$ cat src/bus_matrix_config_params.svh
// What this block does
// RL1: one 4 GB address space; every region has a unique 32-bit physical address
// RL2: CPU presents virtual addresses; bus-master peripherals present physical addresses
// RL3: cached kernel window is cacheable; uncached kernel alias is non-cacheable
// RL4: bit 20 enables unmapped-access bus errors from the shared peripheral bus
// RL5: bit 19 enables unmapped-access bus errors from the debug unit
// RL6: bit 18 enables unmapped-access bus errors from the DMA engine
// RL7: bit 17 enables CPU data unmapped bus errors; no effect in debug mode
// RL8: bit 16 enables CPU fetch unmapped bus errors; disabled in debug mode
// RL9: bit 6 adds one address-setup wait state to CPU data RAM accesses
// RL10: bits 2..0 select arbitration mode 0, 1 (reset default) or 2
// RL11: software never writes reserved arbitration codes 011 through 111
// RL12: unimplemented configuration bits read zero and ignore writes
// RL13: arbitration and wait changes apply from the next transaction start
//
// Purpose: offsets, field positions, reset values for the bus matrix configuration
// Assumes: 32-bit register port, word offsets
// Notes:   included by bare name
`ifndef BUS_MATRIX_CONFIG_PARAMS_SVH
`define BUS_MATRIX_CONFIG_PARAMS_SVH

`define BMC_OFS_CONFIG        8'h00
`define BMC_OFS_ERR_STATUS    8'h04
`define BMC_OFS_ERR_MASK      8'h08

`define BMC_CFG_RESET         32'h001F0041
`define BMC_CFG_WRITABLE      32'h001F0047
`define BMC_BIT_ERR_FETCH     16
`define BMC_BIT_ERR_SPB       20
`define BMC_BIT_WAIT          6
`define BMC_ARB_LSB           0
`define BMC_ARB_MSB           2

`define BMC_ERR_RESET         5'h00
`define BMC_MASK_RESET        5'h00

`define BMC_WIN_CACHED        3'h4
`define BMC_WIN_UNCACHED      3'h5
`define BMC_KSEG_PHYS_MASK    32'h1FFFFFFF
`define BMC_USER_OFFSET       32'h40000000

`endif

$ cat src/bus_matrix_config_pkg.sv
// Purpose: shared types of the bus matrix configuration block
// Assumes: nothing
// Notes:   constants live in the params header
package bus_matrix_config_pkg;

	typedef enum logic [2:0] {
		ARB_MODE_0 = 3'h0,
		ARB_MODE_1 = 3'h1,
		ARB_MODE_2 = 3'h2
	} arb_policy_e;

	typedef enum logic [1:0] {
		WIN_USER,
		WIN_CACHED,
		WIN_UNCACHED,
		WIN_OTHER
	} addr_window_e;

	typedef enum {
		RAM_IDLE,
		RAM_SETUP
	} ram_state_e;

	typedef logic [4:0] initiator_vec_t;

endpackage

$ cat src/bus_matrix_config.sv
// Purpose: configuration, error policy and address windows of the system bus matrix
// Assumes: one clock, inputs synchronous, register port strobes one cycle long
// Notes:   initiator index 0 fetch, 1 cpu data, 2 dma, 3 debug unit, 4 shared bus
//
// Added by the designer: the strobed register port and the register offsets.
`timescale 1ns/10ps
`include "bus_matrix_config_params.svh"

module bus_matrix_config #(
	parameter int          N_INIT      = 5,
	parameter logic [31:0] USER_OFFSET = `BMC_USER_OFFSET
) (
	input  wire logic              core_clk_i,
	input  wire logic              reset_i,
	// register port
	input  wire logic [7:0]        reg_addr_i,
	input  wire logic [31:0]       reg_wdata_i,
	input  wire logic              reg_wr_i,
	input  wire logic              reg_rd_i,
	output logic      [31:0]       reg_rdata_o,
	// matrix status
	input  wire logic              txn_start_i,
	input  wire logic              cpu_debug_mode_i,
	input  wire logic [N_INIT-1:0] unmapped_i,
	output logic      [N_INIT-1:0] bus_err_o,
	output logic      [2:0]        arb_mode_o,
	output logic                   irq_o,
	// cpu virtual address translation
	input  wire logic              cpu_vaddr_valid_i,
	input  wire logic [31:0]       cpu_vaddr_i,
	output logic                   cpu_paddr_valid_o,
	output logic      [31:0]       cpu_paddr_o,
	output logic                   cpu_cacheable_o,
	// bus-master physical address path
	input  wire logic              master_valid_i,
	input  wire logic [31:0]       master_paddr_i,
	output logic                   master_valid_o,
	output logic      [31:0]       master_paddr_o,
	// cpu data ram access timing
	input  wire logic              cpu_ram_req_i,
	output logic                   ram_setup_o,
	output logic                   ram_grant_o
);

	// window decode, shared by translation and cacheability
	function automatic bus_matrix_config_pkg::addr_window_e win_of(input logic [31:0] va);
		if (va[31] == 1'b0) begin
			win_of = bus_matrix_config_pkg::WIN_USER;
		end else if (va[31:29] == `BMC_WIN_CACHED) begin
			win_of = bus_matrix_config_pkg::WIN_CACHED;
		end else if (va[31:29] == `BMC_WIN_UNCACHED) begin
			win_of = bus_matrix_config_pkg::WIN_UNCACHED;
		end else begin
			win_of = bus_matrix_config_pkg::WIN_OTHER;
		end
	endfunction

	// register state
	logic [31:0]                          cfg_q;
	logic [31:0]                          cfg_d;
	logic [N_INIT-1:0]                    err_status_q;
	logic [N_INIT-1:0]                    err_status_d;
	logic [N_INIT-1:0]                    err_mask_q;
	logic [N_INIT-1:0]                    err_mask_d;
	logic [31:0]                          rdata_d;
	logic                                 eff_wait_q;
	logic                                 irq_d;
	bus_matrix_config_pkg::ram_state_e    ram_state_q;
	bus_matrix_config_pkg::ram_state_e    ram_state_d;

	// address decode of the register port
	wire logic                            sel_cfg;
	wire logic                            sel_status;
	wire logic                            sel_mask;
	assign sel_cfg    = (reg_addr_i == `BMC_OFS_CONFIG);
	assign sel_status = (reg_addr_i == `BMC_OFS_ERR_STATUS);
	assign sel_mask   = (reg_addr_i == `BMC_OFS_ERR_MASK);

	// only implemented bits take a write; the rest stay zero
	assign cfg_d = (reg_wr_i && sel_cfg) ?
		(reg_wdata_i & `BMC_CFG_WRITABLE) : cfg_q; // [RL12]
	assign err_mask_d = (reg_wr_i && sel_mask) ? reg_wdata_i[N_INIT-1:0] : err_mask_q;

	// read mux; unmapped offsets read zero
	assign rdata_d = !reg_rd_i ? 32'h00000000 :
		sel_cfg    ? cfg_q : // [RL12]
		sel_status ? {{(32-N_INIT){1'b0}}, err_status_q} :
		sel_mask   ? {{(32-N_INIT){1'b0}}, err_mask_q} :
		32'h00000000;

	// field views of the configuration word
	wire logic [N_INIT-1:0]               err_en;
	wire logic                            wait_en;
	wire logic [2:0]                      arb_sel;
	assign err_en  = cfg_q[`BMC_BIT_ERR_SPB:`BMC_BIT_ERR_FETCH];
	assign wait_en = cfg_q[`BMC_BIT_WAIT];
	assign arb_sel = cfg_q[`BMC_ARB_MSB:`BMC_ARB_LSB]; // [RL10]

	// per-initiator error gating; cpu ports are quiet in debug mode
	wire logic [N_INIT-1:0]               err_fire;
	genvar gi;
	generate
		for (gi = 0; gi < N_INIT; gi++) begin : g_err
			if (gi < 2) begin : g_cpu
				assign err_fire[gi] = unmapped_i[gi] & err_en[gi] & ~cpu_debug_mode_i; // [RL7] [RL8]
			end else begin : g_master
				assign err_fire[gi] = unmapped_i[gi] & err_en[gi]; // [RL4] [RL5] [RL6]
			end
		end
	endgenerate

	// sticky status: a new error wins over a write-one clear in the same cycle
	wire logic [N_INIT-1:0]               err_clr;
	assign err_clr      = (reg_wr_i && sel_status) ? reg_wdata_i[N_INIT-1:0] : '0;
	assign err_status_d = (err_status_q & ~err_clr) | err_fire;
	assign irq_d        = |(err_status_d & err_mask_d);

	// register file and event flops
	always_ff @(posedge core_clk_i or posedge reset_i) begin
		if (reset_i) begin
			cfg_q        <= `BMC_CFG_RESET;
			err_status_q <= `BMC_ERR_RESET;
			err_mask_q   <= `BMC_MASK_RESET;
			reg_rdata_o  <= 32'h00000000;
			bus_err_o    <= '0;
			irq_o        <= 1'b0;
		end else begin
			cfg_q        <= cfg_d;
			err_status_q <= err_status_d;
			err_mask_q   <= err_mask_d;
			reg_rdata_o  <= rdata_d;
			bus_err_o    <= err_fire;
			irq_o        <= irq_d;
		end
	end

	// effective settings move only at a transaction start, so a running
	// transaction never sees its arbitration or timing change under it
	always_ff @(posedge core_clk_i or posedge reset_i) begin
		if (reset_i) begin
			arb_mode_o <= bus_matrix_config_pkg::ARB_MODE_1;
			eff_wait_q <= 1'b1;
		end else if (txn_start_i) begin
			arb_mode_o <= arb_sel; // [RL13]
			eff_wait_q <= wait_en; // [RL13]
		end
	end

	// virtual to physical translation for the cpu
	bus_matrix_config_pkg::addr_window_e  cpu_win;
	wire logic [31:0]                     paddr_d;
	wire logic                            cache_d;
	assign cpu_win = win_of(cpu_vaddr_i);
	assign paddr_d =
		(cpu_win == bus_matrix_config_pkg::WIN_USER) ? (cpu_vaddr_i + USER_OFFSET) : // [RL2]
		(cpu_win == bus_matrix_config_pkg::WIN_OTHER) ? cpu_vaddr_i :
		(cpu_vaddr_i & `BMC_KSEG_PHYS_MASK); // [RL1] [RL3]
	// both kernel windows alias one resource; only the first is cacheable
	assign cache_d = (cpu_win == bus_matrix_config_pkg::WIN_CACHED) ||
		(cpu_win == bus_matrix_config_pkg::WIN_USER); // [RL3]

	always_ff @(posedge core_clk_i or posedge reset_i) begin
		if (reset_i) begin
			cpu_paddr_valid_o <= 1'b0;
			cpu_paddr_o       <= 32'h00000000;
			cpu_cacheable_o   <= 1'b0;
		end else begin
			cpu_paddr_valid_o <= cpu_vaddr_valid_i;
			cpu_paddr_o       <= cpu_vaddr_valid_i ? paddr_d : cpu_paddr_o;
			cpu_cacheable_o   <= cpu_vaddr_valid_i & cache_d;
		end
	end

	// bus masters already speak physical addresses: no translation, one flop of delay
	// kept so both paths reach the matrix with the same latency
	always_ff @(posedge core_clk_i or posedge reset_i) begin
		if (reset_i) begin
			master_valid_o <= 1'b0;
			master_paddr_o <= 32'h00000000;
		end else begin
			master_valid_o <= master_valid_i;
			master_paddr_o <= master_valid_i ? master_paddr_i : master_paddr_o; // [RL2]
		end
	end

	// data ram setup wait: one stall cycle before the grant when enabled
	wire logic                            setup_d;
	wire logic                            grant_d;
	always_comb begin
		ram_state_d = ram_state_q;
		case (ram_state_q)
			bus_matrix_config_pkg::RAM_IDLE: begin
				if (cpu_ram_req_i && eff_wait_q) begin
					ram_state_d = bus_matrix_config_pkg::RAM_SETUP; // [RL9]
				end
			end
			bus_matrix_config_pkg::RAM_SETUP: begin
				ram_state_d = bus_matrix_config_pkg::RAM_IDLE;
			end
			default: begin
				ram_state_d = bus_matrix_config_pkg::RAM_IDLE;
			end
		endcase
	end
	assign setup_d = (ram_state_q == bus_matrix_config_pkg::RAM_IDLE) && cpu_ram_req_i &&
		eff_wait_q;
	assign grant_d = ((ram_state_q == bus_matrix_config_pkg::RAM_IDLE) && cpu_ram_req_i &&
		!eff_wait_q) || (ram_state_q == bus_matrix_config_pkg::RAM_SETUP); // [RL9]

	always_ff @(posedge core_clk_i or posedge reset_i) begin
		if (reset_i) begin
			ram_state_q <= bus_matrix_config_pkg::RAM_IDLE;
			ram_setup_o <= 1'b0;
			ram_grant_o <= 1'b0;
		end else begin
			ram_state_q <= ram_state_d;
			ram_setup_o <= setup_d;
			ram_grant_o <= grant_d;
		end
	end

	// checks beside the logic they guard
	AST_SPB_ERR: assert property (@(posedge core_clk_i) disable iff (reset_i) // [RL4]
		unmapped_i[4] && err_en[4] |=> bus_err_o[4])
		else $error("shared bus unmapped access gave no bus error");

	AST_DBG_SUPPRESS: assert property (@(posedge core_clk_i) disable iff (reset_i) // [RL5]
		unmapped_i[3] && !err_en[3] |=> !bus_err_o[3])
		else $error("debug unit error raised while disabled");

	AST_DMA_ERR: assert property (@(posedge core_clk_i) disable iff (reset_i) // [RL6]
		bus_err_o[2] |-> $past(unmapped_i[2]) && $past(err_en[2]))
		else $error("dma bus error without enabled unmapped access");

	AST_DATA_DEBUG: assert property (@(posedge core_clk_i) disable iff (reset_i) // [RL7]
		cpu_debug_mode_i |=> !bus_err_o[1])
		else $error("cpu data bus error raised in debug mode");

	AST_FETCH_ERR: assert property (@(posedge core_clk_i) disable iff (reset_i) // [RL8]
		unmapped_i[0] && err_en[0] && !cpu_debug_mode_i |=> bus_err_o[0])
		else $error("cpu fetch unmapped access gave no bus error");

	AST_WAIT_SETUP: assert property (@(posedge core_clk_i) disable iff (reset_i) // [RL9]
		(ram_state_q == bus_matrix_config_pkg::RAM_IDLE) && cpu_ram_req_i && eff_wait_q
		|=> ram_setup_o && !ram_grant_o ##1 ram_grant_o && !ram_setup_o)
		else $error("data ram wait state not one setup cycle");

	AST_NO_WAIT: assert property (@(posedge core_clk_i) disable iff (reset_i) // [RL9]
		(ram_state_q == bus_matrix_config_pkg::RAM_IDLE) && cpu_ram_req_i && !eff_wait_q
		|=> ram_grant_o && !ram_setup_o)
		else $error("data ram access stalled with wait disabled");

	AST_RSVD_ZERO: assert property (@(posedge core_clk_i) disable iff (reset_i) // [RL12]
		reg_rd_i && sel_cfg |=> (reg_rdata_o & ~`BMC_CFG_WRITABLE) == 32'h00000000)
		else $error("unimplemented configuration bits read nonzero");

	// a write keeps only the implemented bits of the configuration word
	AST_CFG_WRITE: assert property (@(posedge core_clk_i) disable iff (reset_i) // [RL12]
		reg_wr_i && sel_cfg |=> cfg_q == ($past(reg_wdata_i) & `BMC_CFG_WRITABLE))
		else $error("configuration write stored unimplemented bits");

	// an error event always lands in status, even beside a write-one clear
	AST_STATUS_STICKY: assert property (@(posedge core_clk_i) disable iff (reset_i)
		(err_fire != '0) |=> (err_status_q & $past(err_fire)) == $past(err_fire))
		else $error("error event lost from sticky status");

	AST_ARB_HOLD: assert property (@(posedge core_clk_i) disable iff (reset_i) // [RL13]
		!txn_start_i |=> $stable(arb_mode_o) && $stable(eff_wait_q))
		else $error("effective settings changed outside a transaction start");

	AST_ARB_TAKE: assert property (@(posedge core_clk_i) disable iff (reset_i) // [RL10]
		txn_start_i |=> arb_mode_o == $past(arb_sel))
		else $error("arbitration mode not taken at transaction start");

	AST_UNCACHED: assert property (@(posedge core_clk_i) disable iff (reset_i) // [RL3]
		cpu_vaddr_valid_i && cpu_vaddr_i[31:29] == `BMC_WIN_UNCACHED
		|=> cpu_paddr_valid_o && !cpu_cacheable_o &&
		cpu_paddr_o == ($past(cpu_vaddr_i) & `BMC_KSEG_PHYS_MASK))
		else $error("uncached kernel window decoded wrongly");

	AST_IRQ_LEVEL: assert property (@(posedge core_clk_i) disable iff (reset_i)
		irq_o == |(err_status_q & err_mask_q))
		else $error("interrupt output disagrees with masked status");

endmodule // bus_matrix_config

$ cat config.mk
export PLATFORM = sky130hd
export DESIGN_NAME = bus_matrix_config
export DESIGN_NICKNAME = d
export VERILOG_FILES = /design/src/bus_matrix_config_pkg.sv /design/src/bus_matrix_config.sv
export VERILOG_INCLUDE_DIRS = /design/src
export SDC_FILE = /design/constraint.sdc
export NUM_CORES = 1
export LEC_CHECK = 0
export ABC_AREA = 1
export BUFFER_PORTS_ARGS = -buffer_cell sky130_fd_sc_hd__buf_2
export CAP_MARGIN = 15
export CORE_AREA = 2 2 107 109
export CTS_BUF_LIST = sky130_fd_sc_hd__clkbuf_16
export DETAILED_ROUTE_END_ITERATION = 7
export DIE_AREA = 0 0 109 111
export HOLD_SLACK_MARGIN = 0.12
export PLACE_DENSITY_LB_ADDON = 0.3
export SLEW_MARGIN = 10
export SYNTH_ARGS = -nofsm -noshare
export SYNTH_HDL_FRONTEND = slang
export SYNTH_SLANG_ARGS = --single-unit
export TNS_END_PERCENT = 30
$ cat constraint.sdc
create_clock -name core_clk_i -period 3.1 [get_ports core_clk_i]
set_input_delay 0.465 -clock core_clk_i [delete_from_list [all_inputs] [get_ports core_clk_i]]
set_output_delay 0.465 -clock core_clk_i [all_outputs]
set_load 0.005 [all_outputs]
==> results_dict.tcl, run 1 <==
set metrics [dict create \
    whs_ns 0.261 \
    cts_buffer_depth 2 \
    endpoint "arb_mode_o[0]" \
    clk_transition_reported_paths_ns 0.07 \
    dp_slack_ns 1.37 \
    drtIter0Drc 105 \
    p_leak_nw 2.98 \
    r2r-end "irq_o" \
    finalSetupViolCount 0 \
    startpoint_type "register" \
    p_per_area_mw_per_mm2 561 \
    tightestPinTransition_ns 0.814 \
    hold_path.class "input port to asynchronous set/reset pin" \
    wl_per_cell_um 13.1 \
    setup.worst_path.end_class "output port" \
    cts_setup_buffers 0 \
    cp-startpoint "arb_mode_o[0]" \
    postCtsResizedCells 0 \
    layout_worst_path_cycle_share 0.467 \
    cts-root-buf "clkbuf_16" \
    power_w 0.00319 \
    vias_per_cell 4.48 \
    grt_setup_unrepaired "false" \
    grt_start_max_net_pins 53 \
    yosys_warnings 0 \
    worst_path_max_delay_cell "dfstp_2" \
    grt_pass1_vias 3098 \
    nets 659 \
    status "finished clean" \
    gp_congestion 0.777 \
    timing.final.ws_setup_ns 1.65 \
    io_buffer_count 185 \
    finalCriticalPeriod_ns 1.45 \
    grt_overflow_total 0 \
    hold_violations 0 \
    die_h_um 111 \
    r2r_slack_ns 2.04 \
    arrival_ns 0.98 \
    reg2reg_from "cfg_q[17]" \
    critPathBufInv 1 \
    final_common_cell "buf_2" \
    path_class "register to output port" \
    finalMaxSlewViolations 0 \
    nFillCells 1004 \
    cts_tree "yes" \
    slew_headroom 0.456 \
    cts_hold_buffers 0 \
    grtUsageTotal 0.151 \
    die_w_um 109 \
    ys_seq_area_frac 0.634 \
    synth_area_mm2 0.00436 \
    crit_required_ns 2.63 \
    htreeDepth 3 \
    fp.dieArea_mm2 0.0121 \
    max_freq_mhz 691 \
    ys_types 27 \
    setup_tns_ns 0 \
    path_cells "buf_2" \
    path_max_fanout 2 \
    floorplan.initialDensity 0.394 \
    path_delay_family "flip-flops" \
    ant_nets 0 \
    max_stage_delay_ns 0.53 \
    regArea_mm2 0.00276 \
    cts_buffers 9 \
    synth_cells 354 \
    synth_seq_cells 110 \
    skew_ns 0.00234 \
    drt_wl_total_mm 9.00 \
    cap_violations 0 \
    dp_hpwl_mm 6.82 \
    area_growth_pct 30.6 \
    n_antenna_cell 0 \
    coreArea_mm2 0.0111 \
    layout_common_cells "buf_2, dfrtp_1, mux2_2" \
    r2r_cells 6 \
    drive_gt1_frac 0.527 \
    cp.depth 1 \
    multi_input_area_mm2 0.00135 \
    syn_avg_cell_area_um2 12.3 \
    route.detailed.drc 0 \
    first_pass_iters 4 \
    ir_drop_uv 261 \
    antenna_found_initial 0 \
    clk_latency_ns 0.34 \
    ios 228 \
    grt_pass1_wl_mm 14.2 \
    via_count 3088 \
    rows 39 \
    clock_sinks 110 \
]
[cell type report]
class                   instances  share of cell area
inverters                      31              0.0211
clock buffers                   9              0.0395
flip-flops and latches        110               0.485
clock inverters                 7              0.0182
multi-input cells             202               0.237
repair buffers                187               0.167
well taps                     143              0.0314
[registers in the layout (all words and copies together), names as in the netlist]
| signal | cells |
|---|---|
| arb_mode_o | 3 |
| bus_err_o | 5 |
| cfg_q | 9 |
| cpu_cacheable_o | 1 |
| cpu_paddr_o | 32 |
| cpu_paddr_valid_o | 1 |
| eff_wait_q | 1 |
| err_mask_q | 5 |
| err_status_q | 5 |
| irq_o | 1 |
| master_paddr_o | 32 |
| master_valid_o | 1 |
| ram_grant_o | 1 |
| ram_setup_o | 1 |
| ram_state_q | 1 |
| reg_rdata_o | 11 |
[power breakdown]
group / leakage (nW) / internal [W] / switching (W)
Clock: 0.161 / 0.000720 / 0.000523
Sequential: 1.28 / 0.00154 / 0.0000467
Combinational: 1.53 / 0.000193 / 0.000168
Total: 2.98 / 0.00246 / 0.000738
[cell usage after synthesis]
cell	instances	share of area
o21bai_1	1	0.0017
inv_1	31	0.027
o22ai_1	2	0.0029
mux2_2	61	0.16
nand2_4	2	0.0052
nand3_1	12	0.014
a21oi_1	12	0.014
mux2_1	1	0.0026
nor3_1	2	0.0023
nand2_2	5	0.0072
o21ai_0	2	0.0023
nor2_4	3	0.0077
clkbuf_1	2	0.0017
dfrtp_1	101	0.58
o21ai_2	1	0.0020
nor2_1	22	0.019
o211ai_1	2	0.0034
a21oi_2	1	0.0020
conb_1	1	0.00086
nand3b_1	1	0.0017
a21boi_0	1	0.0017
nor2_2	2	0.0029
dfstp_2	9	0.054
buf_2	8	0.0092
nand2_1	47	0.040
buf_4	21	0.036
a211oi_1	1	0.0017
[metrics by stage]
| stage | util | area, um2 | std cells |
|---|---|---|---|
| global route | 0.514 | 5700 | 689 |
| CTS | 0.514 | 5700 | 689 |
| global placement | 0.485 | 5370 | 673 |
| finish | 0.514 | 5700 | 689 |
| floorplan | - | 4440 | 374 |
| detailed placement | 0.485 | 5370 | 673 |
[worst min-delay path by stage]
stage,start,to,slack (ns),depth (start not counted)
floorplan,ram_state_q[0],ram_setup_o,0.43,1
global placement,ram_state_q[0],ram_setup_o,0.44,1
detailed placement,ram_state_q[0],ram_state_q[0],0.45,1
CTS,reset_i,cpu_paddr_o[14],0.28,2
global route,reset_i,cpu_paddr_o[14],0.32,2
finish,reset_i,cpu_paddr_o[14],0.26,2
[metal layers]
metal / wire [um] / vias to the layer above / global-route usage
met5: 0 / - / 0
met4: 172 / 0 / 0.0709
met3: 897 / 15 / 0.0435
met2: 4290 / 139 / 0.255
met1: 3640 / 1462 / 0.174
li1: - / 1472 / -
[logic make-up (layout without fill, tap and decap cells)]
logic type | count (synthesis) | in the layout | synth area share
flip-flops | 110 | 110 | 0.634
AND/OR/NAND/NOR | 96 | 96 | 0.100
multiplexers | 62 | 62 | 0.160
buffers and inverters | 62 | 234 | 0.0737
AO/OA/AOI/OAI | 23 | 23 | 0.0316
other | 1 | 21 | 0.000860
(Power assumes the default switching activity.)
==> run 2, diff against run 1 <==
- CORE_AREA: 2 2 107 109 -> 2 2 102 104
- DIE_AREA: 0 0 109 111 -> 0 0 104 106
- clock period: 3.1 -> 1.5 ns (I/O delays scaled with it)
==> run 2 against run 1 <==
Compared with the run above:
- clock-buffer cell count unchanged
- setup slack worse by 1.4 ns
- core utilization increased by 11 points
- die area decreased by 8.9%
- combinational power is 150% higher
- sequential power is 110% higher
- sequential share of layout area down 4.5 points
- non-clock buffer count is 61 higher
- largest power group unchanged
==> results_dict.tcl, run 2 (synthesized netlist as in run 1, its figures left out) <==
set metrics [dict create \
    cts_hold_buffers 52 \
    grt_overflow_total 0 \
    layout_common_cells "buf_2, dfrtp_1, mux2_2" \
    postCtsResizedCells 0 \
    hold_path.class "input port to register" \
    cts_tree "yes" \
    nFillCells 800 \
    setup.worst_path.end_class "output port" \
    coreArea_mm2 0.0100 \
    finalCriticalPeriod_ns 1.21 \
    max_freq_mhz 829 \
    cts_buffer_depth 2 \
    nets 720 \
    gp_congestion 0.810 \
    top_regs "cpu_paddr_o (32), master_paddr_o (32), reg_rdata_o (11)" \
    finalMaxSlewViolations 0 \
    power_w 0.00651 \
    skew_ns 0.00422 \
    drtIter0Drc 163 \
    status "finished clean" \
    die_h_um 106 \
    dp_cells 671 \
    p_leak_nw 3.23 \
    io_buffer_count 185 \
    ios 228 \
    ir_drop_uv 620 \
    layout_worst_path_cycle_share 0.804 \
    drt_wl_total_mm 10.6 \
    path_max_fanout 2 \
    grt_pass1_wl_mm 17.2 \
    via_count 3394 \
    cts_buffers 9 \
    rows 37 \
    dp_hpwl_mm 6.94 \
    grt_setup_unrepaired "false" \
    timing.final.ws_setup_ns 0.294 \
    clk_latency_ns 0.34 \
    final_common_cell "buf_2" \
    n_antenna_cell 0 \
    htreeDepth 3 \
    route.detailed.drc 0 \
    drive_gt1_frac 0.479 \
    cts_setup_buffers 0 \
    grt_start_max_net_pins 92 \
    area_growth_pct 43.8 \
    final_cells 743 \
    crit_required_ns 1.27 \
    finalSetupViolCount 0 \
    max_stage_delay_ns 0.53 \
    whs_ns 0.127 \
    arrival_ns 0.98 \
    vias_per_cell 4.57 \
    die_w_um 104 \
    fp.dieArea_mm2 0.0110 \
    cts-root-buf "clkbuf_16" \
    grtUsageTotal 0.197 \
    path_class "register to output port" \
    path_cells "buf_2" \
    clock_sinks 110 \
    path_delay_family "flip-flops" \
    cap_violations 0 \
    hold_violations 0 \
    clk_transition_reported_paths_ns 0.07 \
    critPathBufInv 1 \
    wl_per_cell_um 14.3 \
    first_pass_iters 4 \
    floorplan.initialDensity 0.436 \
    startpoint_type "register" \
    worst_path_max_delay_cell "dfstp_2" \
    p_per_area_mw_per_mm2 1040 \
    antenna_found_initial 0 \
    dp_slack_ns 0.0292 \
    grt_pass1_vias 3522 \
    ant_nets 0 \
]
-- run 2: cell count changes in the layout (fill, tap and decap cells not counted), moves of 2 or more --
cell | before | now
buf_4 | 1 | 4
clkinvlp_4 | 1 | 3
inv_6 | 3 | 0
buf_12 | 1 | 3
dlygate4sd3_1 | 0 | 56
-- run 2: per-layer routing --
| metal | part of all wire | up-vias | global-route usage |
|---|---|---|---|
| met5 | 0 | - | 0 |
| met3 | 0.058 | 19 | 0.0435 |
| met4 | 0.021 | 0 | 0.0878 |
| li1 | - | 1601 | - |
| met2 | 0.51 | 146 | 0.336 |
| met1 | 0.41 | 1628 | 0.240 |
-- run 2: cell type report --
cell class | instances | area [um2] | share of cell area
inverters | 31 | 120 | 0.0191
clock inverters | 7 | 66.3 | 0.0106
repair buffers | 248 | 1580 | 0.251
multi-input cells | 202 | 1350 | 0.215
clock buffers | 9 | 225 | 0.0359
flip-flops and latches | 110 | 2760 | 0.441
well taps | 136 | 170 | 0.0271
-- run 2: path summary, 6_finish.rpt --
kind                            slack, ns       startpoint               to  cells past startpoint
worst min register to register       0.47   ram_state_q[0]   ram_state_q[0]                      1
worst max-delay path                 0.29    arb_mode_o[0]    arb_mode_o[0]                      1
max in group asynchronous            0.54          reset_i        cfg_q[18]                      4
worst max register to register       0.43        cfg_q[17]            irq_o                      6
min in group asynchronous            0.51          reset_i  cpu_paddr_o[22]                      4
worst min-delay path                 0.13  cpu_vaddr_i[20]  cpu_paddr_o[20]                      2
-- run 2: report_power, final --
part | total, W | internal (W) | switching (W)
clock network | 0.00232 | 0.00128 | 0.00104
registers | 0.00330 | 0.00319 | 0.000104
logic | 0.000892 | 0.000505 | 0.000387
total | 0.00651 | 0.00498 | 0.00153
-- run 2: worst register-to-register path, cell delays in order (launching register included) --
cell     delay, ns
dfstp_2       0.54
nand3_1       0.15
nand2_4       0.11
nand2_1       0.05
nand2_1       0.07
nor2_2        0.03
nand2_1       0.05
-- run 2: through the flow --
step	instance area [um2]	TNS [ns]	util
detailed placement	5420	0	0.542
CTS	6230	0	0.623
floorplan	4440	-4.76	-
finish	6270	0	0.627
global placement	5420	0	0.542
global route	6270	0	0.627
